`src/sdc_pkg.sv`:
```
// Constants, register map and carrier types for the sigma-delta conversion control
// Operation
// - Writing the single code starts one conversion for the selected filter
// - Busy flag stays 1 throughout any single or continuous conversion
// - Fast filter result comes after one conversion period
// - First slow filter result comes only after three conversion periods
// - Select bit 1 flags done on fast result, 0 on slow result
// - Single conversion ends by returning mode to idle and clearing busy
// - Single slow conversion also yields a valid fast result
// - Continuous mode restarts conversions back to back until mode changes
// - Continuous: fast result every period, slow from third period onward
// - Each filter updates its own result register on every new result
// - Separate three-byte result registers for slow and fast filters
// - Slow filter combines last three periods, fast uses current only
// - Polarity 0 gives straight binary output coding
// - Polarity 1 gives two's complement output coding
// - Slow filter internal overflow sets the slow clip flag
// - Fast filter internal overflow sets the fast clip flag
// - Result arriving while done flag set raises overrun, data overwritten
// - Error flag set on either clip, overrun or calibration limit
// - Result registers written at every conversion end, errors or not
// - Offset DAC byte is sign-magnitude; every write while idle reloads the DAC, writes while busy are ignored
// - Burnout enable bit switches the burnout current sources
// - Mode codes: 000 idle, 010 single, 011 continuous, others calibration
// - Changing mode during a conversion aborts it; result not valid
package sdc_pkg;

  localparam int RES_W = 24;
  localparam int ADDR_W = 4;
  localparam int DATA_W = 8;
  localparam int DECI_W = 11;

  // Register offsets
  localparam logic [3:0] A_CTRL   = 4'h0;
  localparam logic [3:0] A_CFG    = 4'h1;
  localparam logic [3:0] A_MODE   = 4'h2;
  localparam logic [3:0] A_STAT   = 4'h3;
  localparam logic [3:0] A_DAC    = 4'h4;
  localparam logic [3:0] A_CLKDIV = 4'h5;
  localparam logic [3:0] A_DECH   = 4'h6;
  localparam logic [3:0] A_DECL   = 4'h7;
  localparam logic [3:0] A_SLOW_H = 4'h8;
  localparam logic [3:0] A_SLOW_M = 4'h9;
  localparam logic [3:0] A_SLOW_L = 4'hA;
  localparam logic [3:0] A_FAST_H = 4'hB;
  localparam logic [3:0] A_FAST_M = 4'hC;
  localparam logic [3:0] A_FAST_L = 4'hD;

  // Field positions
  localparam int B_POL     = 4;
  localparam int B_BURNOUT = 3;
  localparam int B_ISEL    = 4;
  localparam int B_VREF    = 2;
  localparam int B_EN      = 7;
  localparam int B_DONE    = 0;
  localparam int B_ERR     = 1;
  localparam int B_OVR     = 2;
  localparam int B_S3C     = 3;
  localparam int B_FFC     = 4;
  localparam int B_BUSY    = 7;
  localparam int B_DAC_SIGN = 7;

  // Write masks and reset values
  localparam logic [7:0] CTRL_MASK  = 8'h1F;
  localparam logic [7:0] CFG_MASK   = 8'h14;
  localparam logic [7:0] MODE_MASK  = 8'h87;
  localparam logic [7:0] FLAG_MASK  = 8'h1F;
  localparam logic [7:0] CTRL_RST   = 8'h10;
  localparam logic [7:0] ZERO8      = 8'h00;
  localparam logic [7:0] DECH_RST   = 8'h07;
  localparam logic [7:0] DECL_RST   = 8'hFF;
  localparam logic [DECI_W-1:0] DECI_MIN = 11'h013;

  // Modulator samples once per this many modulator clocks
  localparam int OSR_W = 7;
  localparam logic [OSR_W-1:0] OSR_LAST = 7'h7F;

  // Slow filter needs this many periods before its first result
  localparam logic [1:0] SLOW_FILL = 2'h2;

  localparam logic [RES_W-1:0] SIGN_BIT = 24'h800000;

  typedef enum logic [2:0] {
    SDC_SM_IDLE   = 3'b000,
    SDC_SM_CALALL = 3'b001,
    SDC_SM_SINGLE = 3'b010,
    SDC_SM_CONT   = 3'b011,
    SDC_SM_CAL_IO = 3'b100,
    SDC_SM_CAL_IG = 3'b101,
    SDC_SM_CAL_SO = 3'b110,
    SDC_SM_CAL_SG = 3'b111
  } sdc_mode_t;

  typedef struct packed {
    logic             valid;
    logic             clip;
    logic [RES_W-1:0] data;
  } sdc_filt_t;

  typedef struct packed {
    logic       sign;
    logic [6:0] mag;
  } sdc_dac_t;

endpackage : sdc_pkg

```
`src/sdc_top.sv`:
```
// Conversion sequencer, register file and result handling
//
// Decided for this implementation: the plain strobed port and the register addresses.
`timescale 1ns/1ps
module sdc_top #(
  parameter int CNT_W   = 12,
  parameter int F_SHIFT = 13,
  parameter int S_SHIFT = 11
) (
  input  wire logic                        i_clk,
  input  wire logic                        i_arst_n,
  input  wire logic [sdc_pkg::ADDR_W-1:0]  i_addr,
  input  wire logic [sdc_pkg::DATA_W-1:0]  i_wdata,
  input  wire logic                        i_wr,
  input  wire logic                        i_rd,
  output logic [sdc_pkg::DATA_W-1:0]       o_rdata,
  input  wire logic                        i_mod_data,
  input  wire logic                        i_cal_err,
  output logic                             o_busy,
  output logic                             o_done,
  output logic                             o_adc_en,
  output logic                             o_burnout_en,
  output logic [2:0]                       o_pga_gain,
  output logic                             o_vref_ext,
  output sdc_pkg::sdc_dac_t                o_dac,
  output logic                             o_dac_load
);
  import sdc_pkg::*;

  typedef enum logic [0:0] {
    ST_IDLE = 1'b0,
    ST_CONV = 1'b1
  } sdc_state_t;

  // Reset release and modulator input synchronisers
  logic rst_q1;
  logic rst_n;
  logic mod_q1;
  logic mod_q2;

  always_ff @(posedge i_clk or negedge i_arst_n) begin
    if (!i_arst_n) begin
      rst_q1 <= 1'b0;
      rst_n  <= 1'b0;
    end else begin
      rst_q1 <= 1'b1;
      rst_n  <= rst_q1;
    end
  end

  always_ff @(posedge i_clk or negedge rst_n) begin
    if (!rst_n) begin
      mod_q1 <= 1'b0;
      mod_q2 <= 1'b0;
    end else begin
      mod_q1 <= i_mod_data;
      mod_q2 <= mod_q1;
    end
  end

  // Registers
  logic [7:0]       ctrl_reg;
  logic [7:0]       cfg_reg;
  logic [7:0]       mode_reg;
  logic [7:0]       stat_reg;
  logic [7:0]       dac_reg;
  logic [7:0]       clkdiv_reg;
  logic [7:0]       dech_reg;
  logic [7:0]       decl_reg;
  logic [RES_W-1:0] slow_reg;
  logic [RES_W-1:0] fast_reg;
  sdc_state_t       state_reg;

  logic             idle;
  logic             wr_ctrl;
  logic             wr_cfg;
  logic             wr_mode;
  logic             wr_stat;
  logic             wr_dac;
  logic             wr_clk;
  logic             wr_dech;
  logic             wr_decl;
  sdc_mode_t        sm;
  logic             conv_req;
  logic             start;
  logic             abort;
  logic             sel_valid;
  logic             single_end;

  assign idle    = (state_reg == ST_IDLE);
  assign wr_ctrl = i_wr & (i_addr == A_CTRL);
  assign wr_cfg  = i_wr & (i_addr == A_CFG);
  assign wr_mode = i_wr & (i_addr == A_MODE);
  assign wr_stat = i_wr & (i_addr == A_STAT);
  assign wr_dac  = i_wr & (i_addr == A_DAC);
  assign wr_clk  = i_wr & (i_addr == A_CLKDIV);
  assign wr_dech = i_wr & (i_addr == A_DECH);
  assign wr_decl = i_wr & (i_addr == A_DECL);
  assign sm      = sdc_mode_t'(mode_reg[2:0]);

  // Calibration codes are accepted but sequenced elsewhere
  assign conv_req = mode_reg[B_EN] & ((sm == SDC_SM_SINGLE) | (sm == SDC_SM_CONT));
  assign start    = idle & conv_req & ~wr_mode;
  assign abort    = ~idle & wr_mode;

  // Settings only change while idle so a running conversion stays coherent
  always_ff @(posedge i_clk or negedge rst_n) begin
    if (!rst_n) begin
      ctrl_reg <= CTRL_RST;
      cfg_reg  <= ZERO8;
    end else if (idle) begin
      if (wr_ctrl) begin
        ctrl_reg <= i_wdata & CTRL_MASK;
      end
      if (wr_cfg) begin
        cfg_reg <= i_wdata & CFG_MASK;
      end
    end
  end

  always_ff @(posedge i_clk or negedge rst_n) begin
    if (!rst_n) begin
      dac_reg    <= ZERO8;
      o_dac_load <= 1'b0;
    end else begin
      o_dac_load <= wr_dac & idle;
      if (wr_dac && idle) begin
        dac_reg <= i_wdata;
      end
    end
  end

  always_ff @(posedge i_clk or negedge rst_n) begin
    if (!rst_n) begin
      clkdiv_reg <= ZERO8;
      dech_reg   <= DECH_RST;
      decl_reg   <= DECL_RST;
    end else if (idle) begin
      if (wr_clk) begin
        clkdiv_reg <= i_wdata;
      end
      if (wr_dech) begin
        dech_reg <= i_wdata & DECH_RST;
      end
      if (wr_decl) begin
        decl_reg <= i_wdata;
      end
    end
  end

  // Mode: software write wins over hardware return to idle
  always_ff @(posedge i_clk or negedge rst_n) begin
    if (!rst_n) begin
      mode_reg <= ZERO8;
    end else if (wr_mode) begin
      mode_reg <= i_wdata & MODE_MASK;
    end else if (!mode_reg[B_EN]) begin
      mode_reg[2:0] <= SDC_SM_IDLE;
    end else if (single_end) begin
      mode_reg[2:0] <= SDC_SM_IDLE;
    end
  end

  // Sequencer
  always_ff @(posedge i_clk or negedge rst_n) begin
    if (!rst_n) begin
      state_reg <= ST_IDLE;
    end else begin
      unique case (state_reg)
        ST_IDLE: begin
          if (start) begin
            state_reg <= ST_CONV;
          end
        end
        ST_CONV: begin
          if (abort || single_end || !conv_req) begin
            state_reg <= ST_IDLE;
          end
        end
      endcase
    end
  end

  assign o_busy = ~idle;

  // Modulator clock enable and sample tick
  logic [7:0]        mdiv_reg;
  logic [OSR_W-1:0]  osr_reg;
  logic [DECI_W-1:0] samp_reg;
  logic [DECI_W-1:0] deci_raw;
  logic [DECI_W-1:0] deci_eff;
  logic              md_en;
  logic              tick;
  logic              last;

  assign deci_raw = {dech_reg[2:0], decl_reg};
  assign deci_eff = (deci_raw < DECI_MIN) ? DECI_MIN : deci_raw;
  assign md_en    = ~idle & (mdiv_reg == clkdiv_reg);
  assign tick     = md_en & (osr_reg == OSR_LAST);
  assign last     = (samp_reg == deci_eff);

  always_ff @(posedge i_clk or negedge rst_n) begin
    if (!rst_n) begin
      mdiv_reg <= '0;
      osr_reg  <= '0;
      samp_reg <= '0;
    end else if (idle || abort) begin
      mdiv_reg <= '0;
      osr_reg  <= '0;
      samp_reg <= '0;
    end else begin
      mdiv_reg <= md_en ? 8'h00 : mdiv_reg + 8'h01;
      if (md_en) begin
        osr_reg <= osr_reg + OSR_W'(1);
      end
      if (tick) begin
        samp_reg <= last ? '0 : samp_reg + DECI_W'(1);
      end
    end
  end

  // Filters
  logic [CNT_W-1:0] fast_sum;
  sdc_filt_t        fast_out;
  sdc_filt_t        slow_out;
  logic             filt_clear;

  assign filt_clear = idle | abort;

  sdc_fast_filter #(
    .CNT_W (CNT_W),
    .SHIFT (F_SHIFT)
  ) u_fast (
    .i_clk   (i_clk),
    .i_rst_n (rst_n),
    .i_clear (filt_clear),
    .i_tick  (tick),
    .i_bit   (mod_q2),
    .i_last  (last),
    .i_pol   (ctrl_reg[B_POL]),
    .o_sum   (fast_sum),
    .o_out   (fast_out)
  );

  sdc_sinc3_filter #(
    .CNT_W (CNT_W),
    .SHIFT (S_SHIFT)
  ) u_slow (
    .i_clk   (i_clk),
    .i_rst_n (rst_n),
    .i_clear (filt_clear),
    .i_valid (fast_out.valid),
    .i_sum   (fast_sum),
    .i_pol   (ctrl_reg[B_POL]),
    .o_out   (slow_out)
  );

  // Result registers update on every result, errors or not
  always_ff @(posedge i_clk or negedge rst_n) begin
    if (!rst_n) begin
      slow_reg <= '0;
      fast_reg <= '0;
    end else begin
      if (slow_out.valid) begin
        slow_reg <= slow_out.data;
      end
      if (fast_out.valid) begin
        fast_reg <= fast_out.data;
      end
    end
  end

  // Selected filter decides completion
  assign sel_valid  = cfg_reg[B_ISEL] ? fast_out.valid : slow_out.valid;
  assign single_end = ~idle & ~wr_mode & sel_valid & (sm == SDC_SM_SINGLE);

  // Sticky flags, write zero to clear; a set in the same cycle wins
  logic [7:0] set_vec;
  logic [7:0] clr_keep;
  logic       ovr_ev;

  assign ovr_ev = sel_valid & stat_reg[B_DONE];

  always_comb begin
    set_vec          = ZERO8;
    set_vec[B_DONE]  = sel_valid;
    set_vec[B_OVR]   = ovr_ev;
    set_vec[B_S3C]   = slow_out.valid & slow_out.clip;
    set_vec[B_FFC]   = fast_out.valid & fast_out.clip;
    set_vec[B_ERR]   = ovr_ev | set_vec[B_S3C] | set_vec[B_FFC] | i_cal_err;
  end

  assign clr_keep = wr_stat ? (i_wdata | ~FLAG_MASK) : 8'hFF;

  always_ff @(posedge i_clk or negedge rst_n) begin
    if (!rst_n) begin
      stat_reg <= ZERO8;
    end else begin
      stat_reg <= ((stat_reg & clr_keep) | set_vec) & FLAG_MASK;
    end
  end

  assign o_done = stat_reg[B_DONE];

  // Register read, data one cycle after the strobe
  logic [7:0] rd_mux;

  always_comb begin
    rd_mux = ZERO8;
    unique case (i_addr)
      A_CTRL:   rd_mux = ctrl_reg;
      A_CFG:    rd_mux = cfg_reg;
      A_MODE:   rd_mux = mode_reg;
      A_STAT:   rd_mux = stat_reg | (8'(o_busy) << B_BUSY);
      A_DAC:    rd_mux = dac_reg;
      A_CLKDIV: rd_mux = clkdiv_reg;
      A_DECH:   rd_mux = dech_reg;
      A_DECL:   rd_mux = decl_reg;
      A_SLOW_H: rd_mux = slow_reg[23:16];
      A_SLOW_M: rd_mux = slow_reg[15:8];
      A_SLOW_L: rd_mux = slow_reg[7:0];
      A_FAST_H: rd_mux = fast_reg[23:16];
      A_FAST_M: rd_mux = fast_reg[15:8];
      A_FAST_L: rd_mux = fast_reg[7:0];
      default:  rd_mux = ZERO8;
    endcase
  end

  always_ff @(posedge i_clk or negedge rst_n) begin
    if (!rst_n) begin
      o_rdata <= ZERO8;
    end else begin
      o_rdata <= i_rd ? rd_mux : ZERO8;
    end
  end

  // Analog control outputs
  always_ff @(posedge i_clk or negedge rst_n) begin
    if (!rst_n) begin
      o_adc_en     <= 1'b0;
      o_burnout_en <= 1'b0;
      o_pga_gain   <= 3'h0;
      o_vref_ext   <= 1'b0;
      o_dac        <= '0;
    end else begin
      o_adc_en     <= mode_reg[B_EN];
      o_burnout_en <= ctrl_reg[B_BURNOUT];
      o_pga_gain   <= ctrl_reg[2:0];
      o_vref_ext   <= cfg_reg[B_VREF];
      o_dac.sign   <= dac_reg[B_DAC_SIGN];
      o_dac.mag    <= dac_reg[6:0];
    end
  end

endmodule : sdc_top

```
`src/sdc_fast_filter.sv`:
```
// Single-period decimation filter: counts modulator ones over one period
`timescale 1ns/1ps
module sdc_fast_filter #(
  parameter int CNT_W = 12,
  parameter int SHIFT = 13
) (
  input  wire logic             i_clk,
  input  wire logic             i_rst_n,
  input  wire logic             i_clear,
  input  wire logic             i_tick,
  input  wire logic             i_bit,
  input  wire logic             i_last,
  input  wire logic             i_pol,
  output logic [CNT_W-1:0]      o_sum,
  output sdc_pkg::sdc_filt_t    o_out
);
  import sdc_pkg::*;

  localparam int SC_W = CNT_W + SHIFT;

  logic [CNT_W-1:0] acc_reg;
  logic [CNT_W-1:0] sum_next;
  logic [SC_W-1:0]  scaled;
  logic             clip;
  logic [RES_W-1:0] sat;

  assign sum_next = acc_reg + CNT_W'(i_bit);
  assign scaled   = {sum_next, {SHIFT{1'b0}}};
  assign clip     = |scaled[SC_W-1:RES_W];
  assign sat      = clip ? {RES_W{1'b1}} : scaled[RES_W-1:0];

  // Only the current period contributes
  always_ff @(posedge i_clk or negedge i_rst_n) begin
    if (!i_rst_n) begin
      acc_reg <= '0;
    end else if (i_clear) begin
      acc_reg <= '0;
    end else if (i_tick) begin
      acc_reg <= i_last ? '0 : sum_next;
    end
  end

  always_ff @(posedge i_clk or negedge i_rst_n) begin
    if (!i_rst_n) begin
      o_out <= '0;
      o_sum <= '0;
    end else begin
      o_out.valid <= i_tick & i_last & ~i_clear;
      if (i_tick && i_last && !i_clear) begin
        o_sum      <= sum_next;
        o_out.clip <= clip;
        o_out.data <= i_pol ? (sat ^ SIGN_BIT) : sat;
      end
    end
  end

endmodule : sdc_fast_filter

```
`src/sdc_sinc3_filter.sv`:
```
// Three-period weighted decimation filter fed with per-period counts
`timescale 1ns/1ps
module sdc_sinc3_filter #(
  parameter int CNT_W = 12,
  parameter int SHIFT = 11
) (
  input  wire logic             i_clk,
  input  wire logic             i_rst_n,
  input  wire logic             i_clear,
  input  wire logic             i_valid,
  input  wire logic [CNT_W-1:0] i_sum,
  input  wire logic             i_pol,
  output sdc_pkg::sdc_filt_t    o_out
);
  import sdc_pkg::*;

  localparam int W_W  = CNT_W + 2;
  localparam int SC_W = W_W + SHIFT;

  logic [CNT_W-1:0] p1_reg;
  logic [CNT_W-1:0] p2_reg;
  logic [1:0]       fill_reg;
  logic [W_W-1:0]   wsum;
  logic [SC_W-1:0]  scaled;
  logic             clip;
  logic [RES_W-1:0] sat;

  // Weights 1-2-1 over the last three periods
  assign wsum   = W_W'(i_sum) + {1'b0, p1_reg, 1'b0} + W_W'(p2_reg);
  assign scaled = {wsum, {SHIFT{1'b0}}};
  assign clip   = |scaled[SC_W-1:RES_W];
  assign sat    = clip ? {RES_W{1'b1}} : scaled[RES_W-1:0];

  always_ff @(posedge i_clk or negedge i_rst_n) begin
    if (!i_rst_n) begin
      p1_reg   <= '0;
      p2_reg   <= '0;
      fill_reg <= '0;
    end else if (i_clear) begin
      p1_reg   <= '0;
      p2_reg   <= '0;
      fill_reg <= '0;
    end else if (i_valid) begin
      p1_reg <= i_sum;
      p2_reg <= p1_reg;
      if (fill_reg != SLOW_FILL) begin
        fill_reg <= fill_reg + 2'h1;
      end
    end
  end

  always_ff @(posedge i_clk or negedge i_rst_n) begin
    if (!i_rst_n) begin
      o_out <= '0;
    end else begin
      o_out.valid <= i_valid & ~i_clear & (fill_reg == SLOW_FILL);
      if (i_valid && !i_clear && fill_reg == SLOW_FILL) begin
        o_out.clip <= clip;
        o_out.data <= i_pol ? (sat ^ SIGN_BIT) : sat;
      end
    end
  end

endmodule : sdc_sinc3_filter

```
`config.mk`:
```
export PLATFORM = sky130hd
export DESIGN_NAME = sdc_top
export DESIGN_NICKNAME = d
export VERILOG_FILES = /design/src/sdc_pkg.sv /design/src/sdc_top.sv /design/src/sdc_fast_filter.sv /design/src/sdc_sinc3_filter.sv
export SDC_FILE = /design/constraint.sdc
export NUM_CORES = 1
export LEC_CHECK = 0
export BUFFER_PORTS_ARGS = -buffer_cell sky130_fd_sc_hd__buf_4
export CAP_MARGIN = 20
export CORE_ASPECT_RATIO = 1.75
export CORE_MARGIN = 5
export CORE_UTILIZATION = 53
export CTS_CLUSTER_SIZE = 8
export DETAILED_ROUTE_END_ITERATION = 12
export GPL_ROUTABILITY_DRIVEN = 0
export HOLD_SLACK_MARGIN = 0.03
export PLACE_DENSITY = 0.7
export SLEW_MARGIN = 40
export SYNTH_ARGS = -nofsm -noshare
export SYNTH_HDL_FRONTEND = slang
export SYNTH_SLANG_ARGS = --single-unit
```
`constraint.sdc`:
```
create_clock -name i_clk -period 10.3 [get_ports i_clk]
set_input_delay 1.03 -clock i_clk [delete_from_list [all_inputs] [get_ports i_clk]]
set_output_delay 1.03 -clock i_clk [all_outputs]
set_load 0.1 [all_outputs]
```
==> results.yml <==
global_route:
  first_global_vias: 6984
  grtUsageTotal_pct: 22.2
  antenna_found_initial: 0
  grt_max_degree: 76
  grt_pass1_wl_mm: 37.0
  overflow: 0
route:
  num_vias: 6723
  drt-initial-drc-count: 411
  drc: 0
  wl_per_cell_um: 19.5
  postRouteAntennaNets: 0
  first_pass_iters: 5
  drt-total-wl_mm: 22.6
  vias_per_cell: 5.81
setup_path:
  endpoint_kind: "register"
  cp.arrival_ns: 3.56
  worstSetupStartpoint: "u_fast.o_sum[1]"
  path_cells: "inv_1 > fa_1 > inv_1 > ha_1 > fa_1 > a211oi_1 > o21ai_0 > o2111ai_1 > a31o_2 > nand2_1 > o22a_1"
  crit_family: "compound AO/OA/AOI/OAI gates"
  cpPeakStageDelay_ns: 0.53
  worst_ep_required_time_ns: 10.61
  crit_slowest_cell: "fa_1"
  cp_max_fo: 12
  rr_startpoint: "u_fast.o_sum[1]"
  crit_type: "reg -> reg"
  critical_path.startpoint_type: "register"
  path_buf_inv: 2
status:
  outcome: "finished, final reports clean"
yosys:
  ys_seq_elements: 200
  synth_warnings: 0
  ys_types: 59
  postSynthNetCount: 931
  syn_area_per_cell_um2: 11.0
  syn_inst: 882
  ys_async_sr_fraction_pct: 100
  synthesis.area_mm2: 0.00972
  yosysSeqAreaShare_pct: 51.6
  synth_edf_count: 0
  synth-main-ff-cell: "dfrtp_1"
clock_tree:
  cts.clk_slew.worst_paths_ns: 0.07
  cts_setup_buffers: 0
  numCtsBuffers: 17
  cts-root-buf: "clkbuf_16"
  h-tree-depth: 4
  tritoncts: "built"
  cts-resized-gates: 0
  cts_max_path_buffers: 2
  numClockSinks: 200
  clock_latency_ns: 0.43
  holdBufCountCts: 0
cells_and_area:
  largest_reg_flops: 15
  drive_above_1_share_pct: 18.4
  area_growth_pct: 11.5
  final_common_cell: "dfrtp_1"
  num_antenna_cells: 0
  layout_common_cells: "186 x dfrtp_1, 78 x nand2_1, 74 x nor2_1"
  stdcell_area_mm2: 0.0108
  final_net_count: 960
  n_fill_cell: 1550
timing:
  finalCriticalPeriod_ns: 3.25
  post-route-period-util_pct: 31.5
  tightest_slew_ns: 0.840
  rsz0062_at_grt: "false"
  fin_setup_tns_ns: 0
  relSlewSlack_pct: 43.9
  setup_violations: 0
  timing_hold_violations_final: 0
  drv_slew: 0
  finClkSkew_ns: 0.00858
  timing.fmax_mhz: 308
place:
  portBuffers: 42
  hpwl_mm: 16.7
  placed_area_mm2: 0.0102
floorplan:
  die_area_mm2: 0.0213
  coreArea_mm2: 0.0181
  die_w_um: 112
  rows: 65
  dieHeight_um: 189
  start_util_pct: 53.9
  boundaryPins: 43
job:
  cap_viol_max_count: 0
power:
  p_leak_nw: 4.81
  power.density_mw_per_mm2: 167
  power.total_mw: 1.81
  vdd_drop_max_v: 0.000111
hold_path:
  hold_class: "reg -> async"
logic make-up (layout without fill, tap and decap cells):
group / after synthesis / in the layout / synth area share, %
simple gates: 260 / 260 / 12.8
buf+inv: 70 / 112 / 2.86
flops: 200 / 200 / 51.6
xor+xnor: 61 / 61 / 5.49
compound gates: 155 / 155 / 10.3
mux: 104 / 104 / 11.9
other cells: 1 / 1 / 0.0386
fa+ha+maj: 31 / 31 / 4.92
area by class of cell:
| type | count | area, um2 | share of cell area (%) |
|---|---|---|---|
| Sequential cell | 200 | 5020 | 46.3 |
| Timing Repair Buffer | 48 | 380 | 3.51 |
| Clock buffer | 19 | 453 | 4.18 |
| Tap cell | 234 | 293 | 2.70 |
| Multi-Input combinational cell | 612 | 4460 | 41.1 |
| Inverter | 32 | 120 | 1.11 |
| Clock inverter | 13 | 111 | 1.03 |
cell usage after synthesis, types with 3 or more instances:
cell type  number  area, um2
inv_1          32        120
o211ai_1        5       37.5
mux2i_1        38        380
o21ai_0        56        280
o22a_1         11       96.3
nand3_1        34        170
and3_1          9       56.3
nand4_1         9       56.3
nand2_1        78        293
nand3b_1        5       37.5
mux2_2         54        608
nand2b_1       10       62.6
dfrtp_1       188       4700
dfstp_2        12        315
fa_1           12        240
a21oi_1        26        130
xnor2_1        33        289
a22oi_1         5       37.5
o2111ai_1       4       35.0
a32oi_1         4       35.0
ha_1           19        238
xor2_1         28        245
nor2b_1         9       56.3
nor4_1          5       31.3
a21o_1          6       45.0
clkbuf_1       31        116
mux2_4         10        150
a211oi_1        5       37.5
and2_1          4       25.0
nor3_1          9       45.0
a31oi_1         8       50.1
buf_1           5       18.8
and4_1          3       26.3
nor2_1         74        278
a22o_1          7       61.3
worst paths after layout:
path                                       to  slack, ns  cells after the start
max                          u_slow.o_out[18]       7.05                     11
min                                osr_reg[2]       0.22                      0
max reg2reg                  u_slow.o_out[18]       7.05                     11
min reg2reg                        osr_reg[2]       0.22                      0
max in group asynchronous  u_slow.fill_reg[1]       8.88                      2
min in group i_clk                      rst_n       0.35                      0
power by group:
part | internal (mW) | switching, mW | leakage (nW)
Clock | 0.329 | 0.307 | 0.264
Combinational | 0.0780 | 0.195 | 1.93
Sequential | 0.842 | 0.0587 | 2.62
through the flow:
step	hold WS, ns	setup slack, ns	cells	utilization (%)
final	0.216	7.05	1158	60.0
after global routing	0.254	6.80	1158	60.0
after CTS	0.345	7.03	1157	59.9
after detailed placement	0.337	6.89	1125	56.7
after global placement	0.332	6.99	1125	56.6
after floorplan	0.331	4.34	882	-
per-layer routing:
metal	track usage, %	up-vias	part of all wire [%]
li1	-	3144	-
met5	0	-	0
met2	39.4	180	53
met3	3.77	54	3.6
met1	25.1	3345	38
met4	12.4	0	5.3
worst reg2reg max path, stage by stage, from the launching register on:
cell and delay [ns]:
dfrtp_1 0.34, inv_1 0.08, fa_1 0.53, inv_1 0.04, ha_1 0.23, fa_1 0.43, a211oi_1 0.25, o21ai_0 0.19
o2111ai_1 0.27, a31o_2 0.22, nand2_1 0.26, o22a_1 0.29
Power figures use the tool's default switching activity.
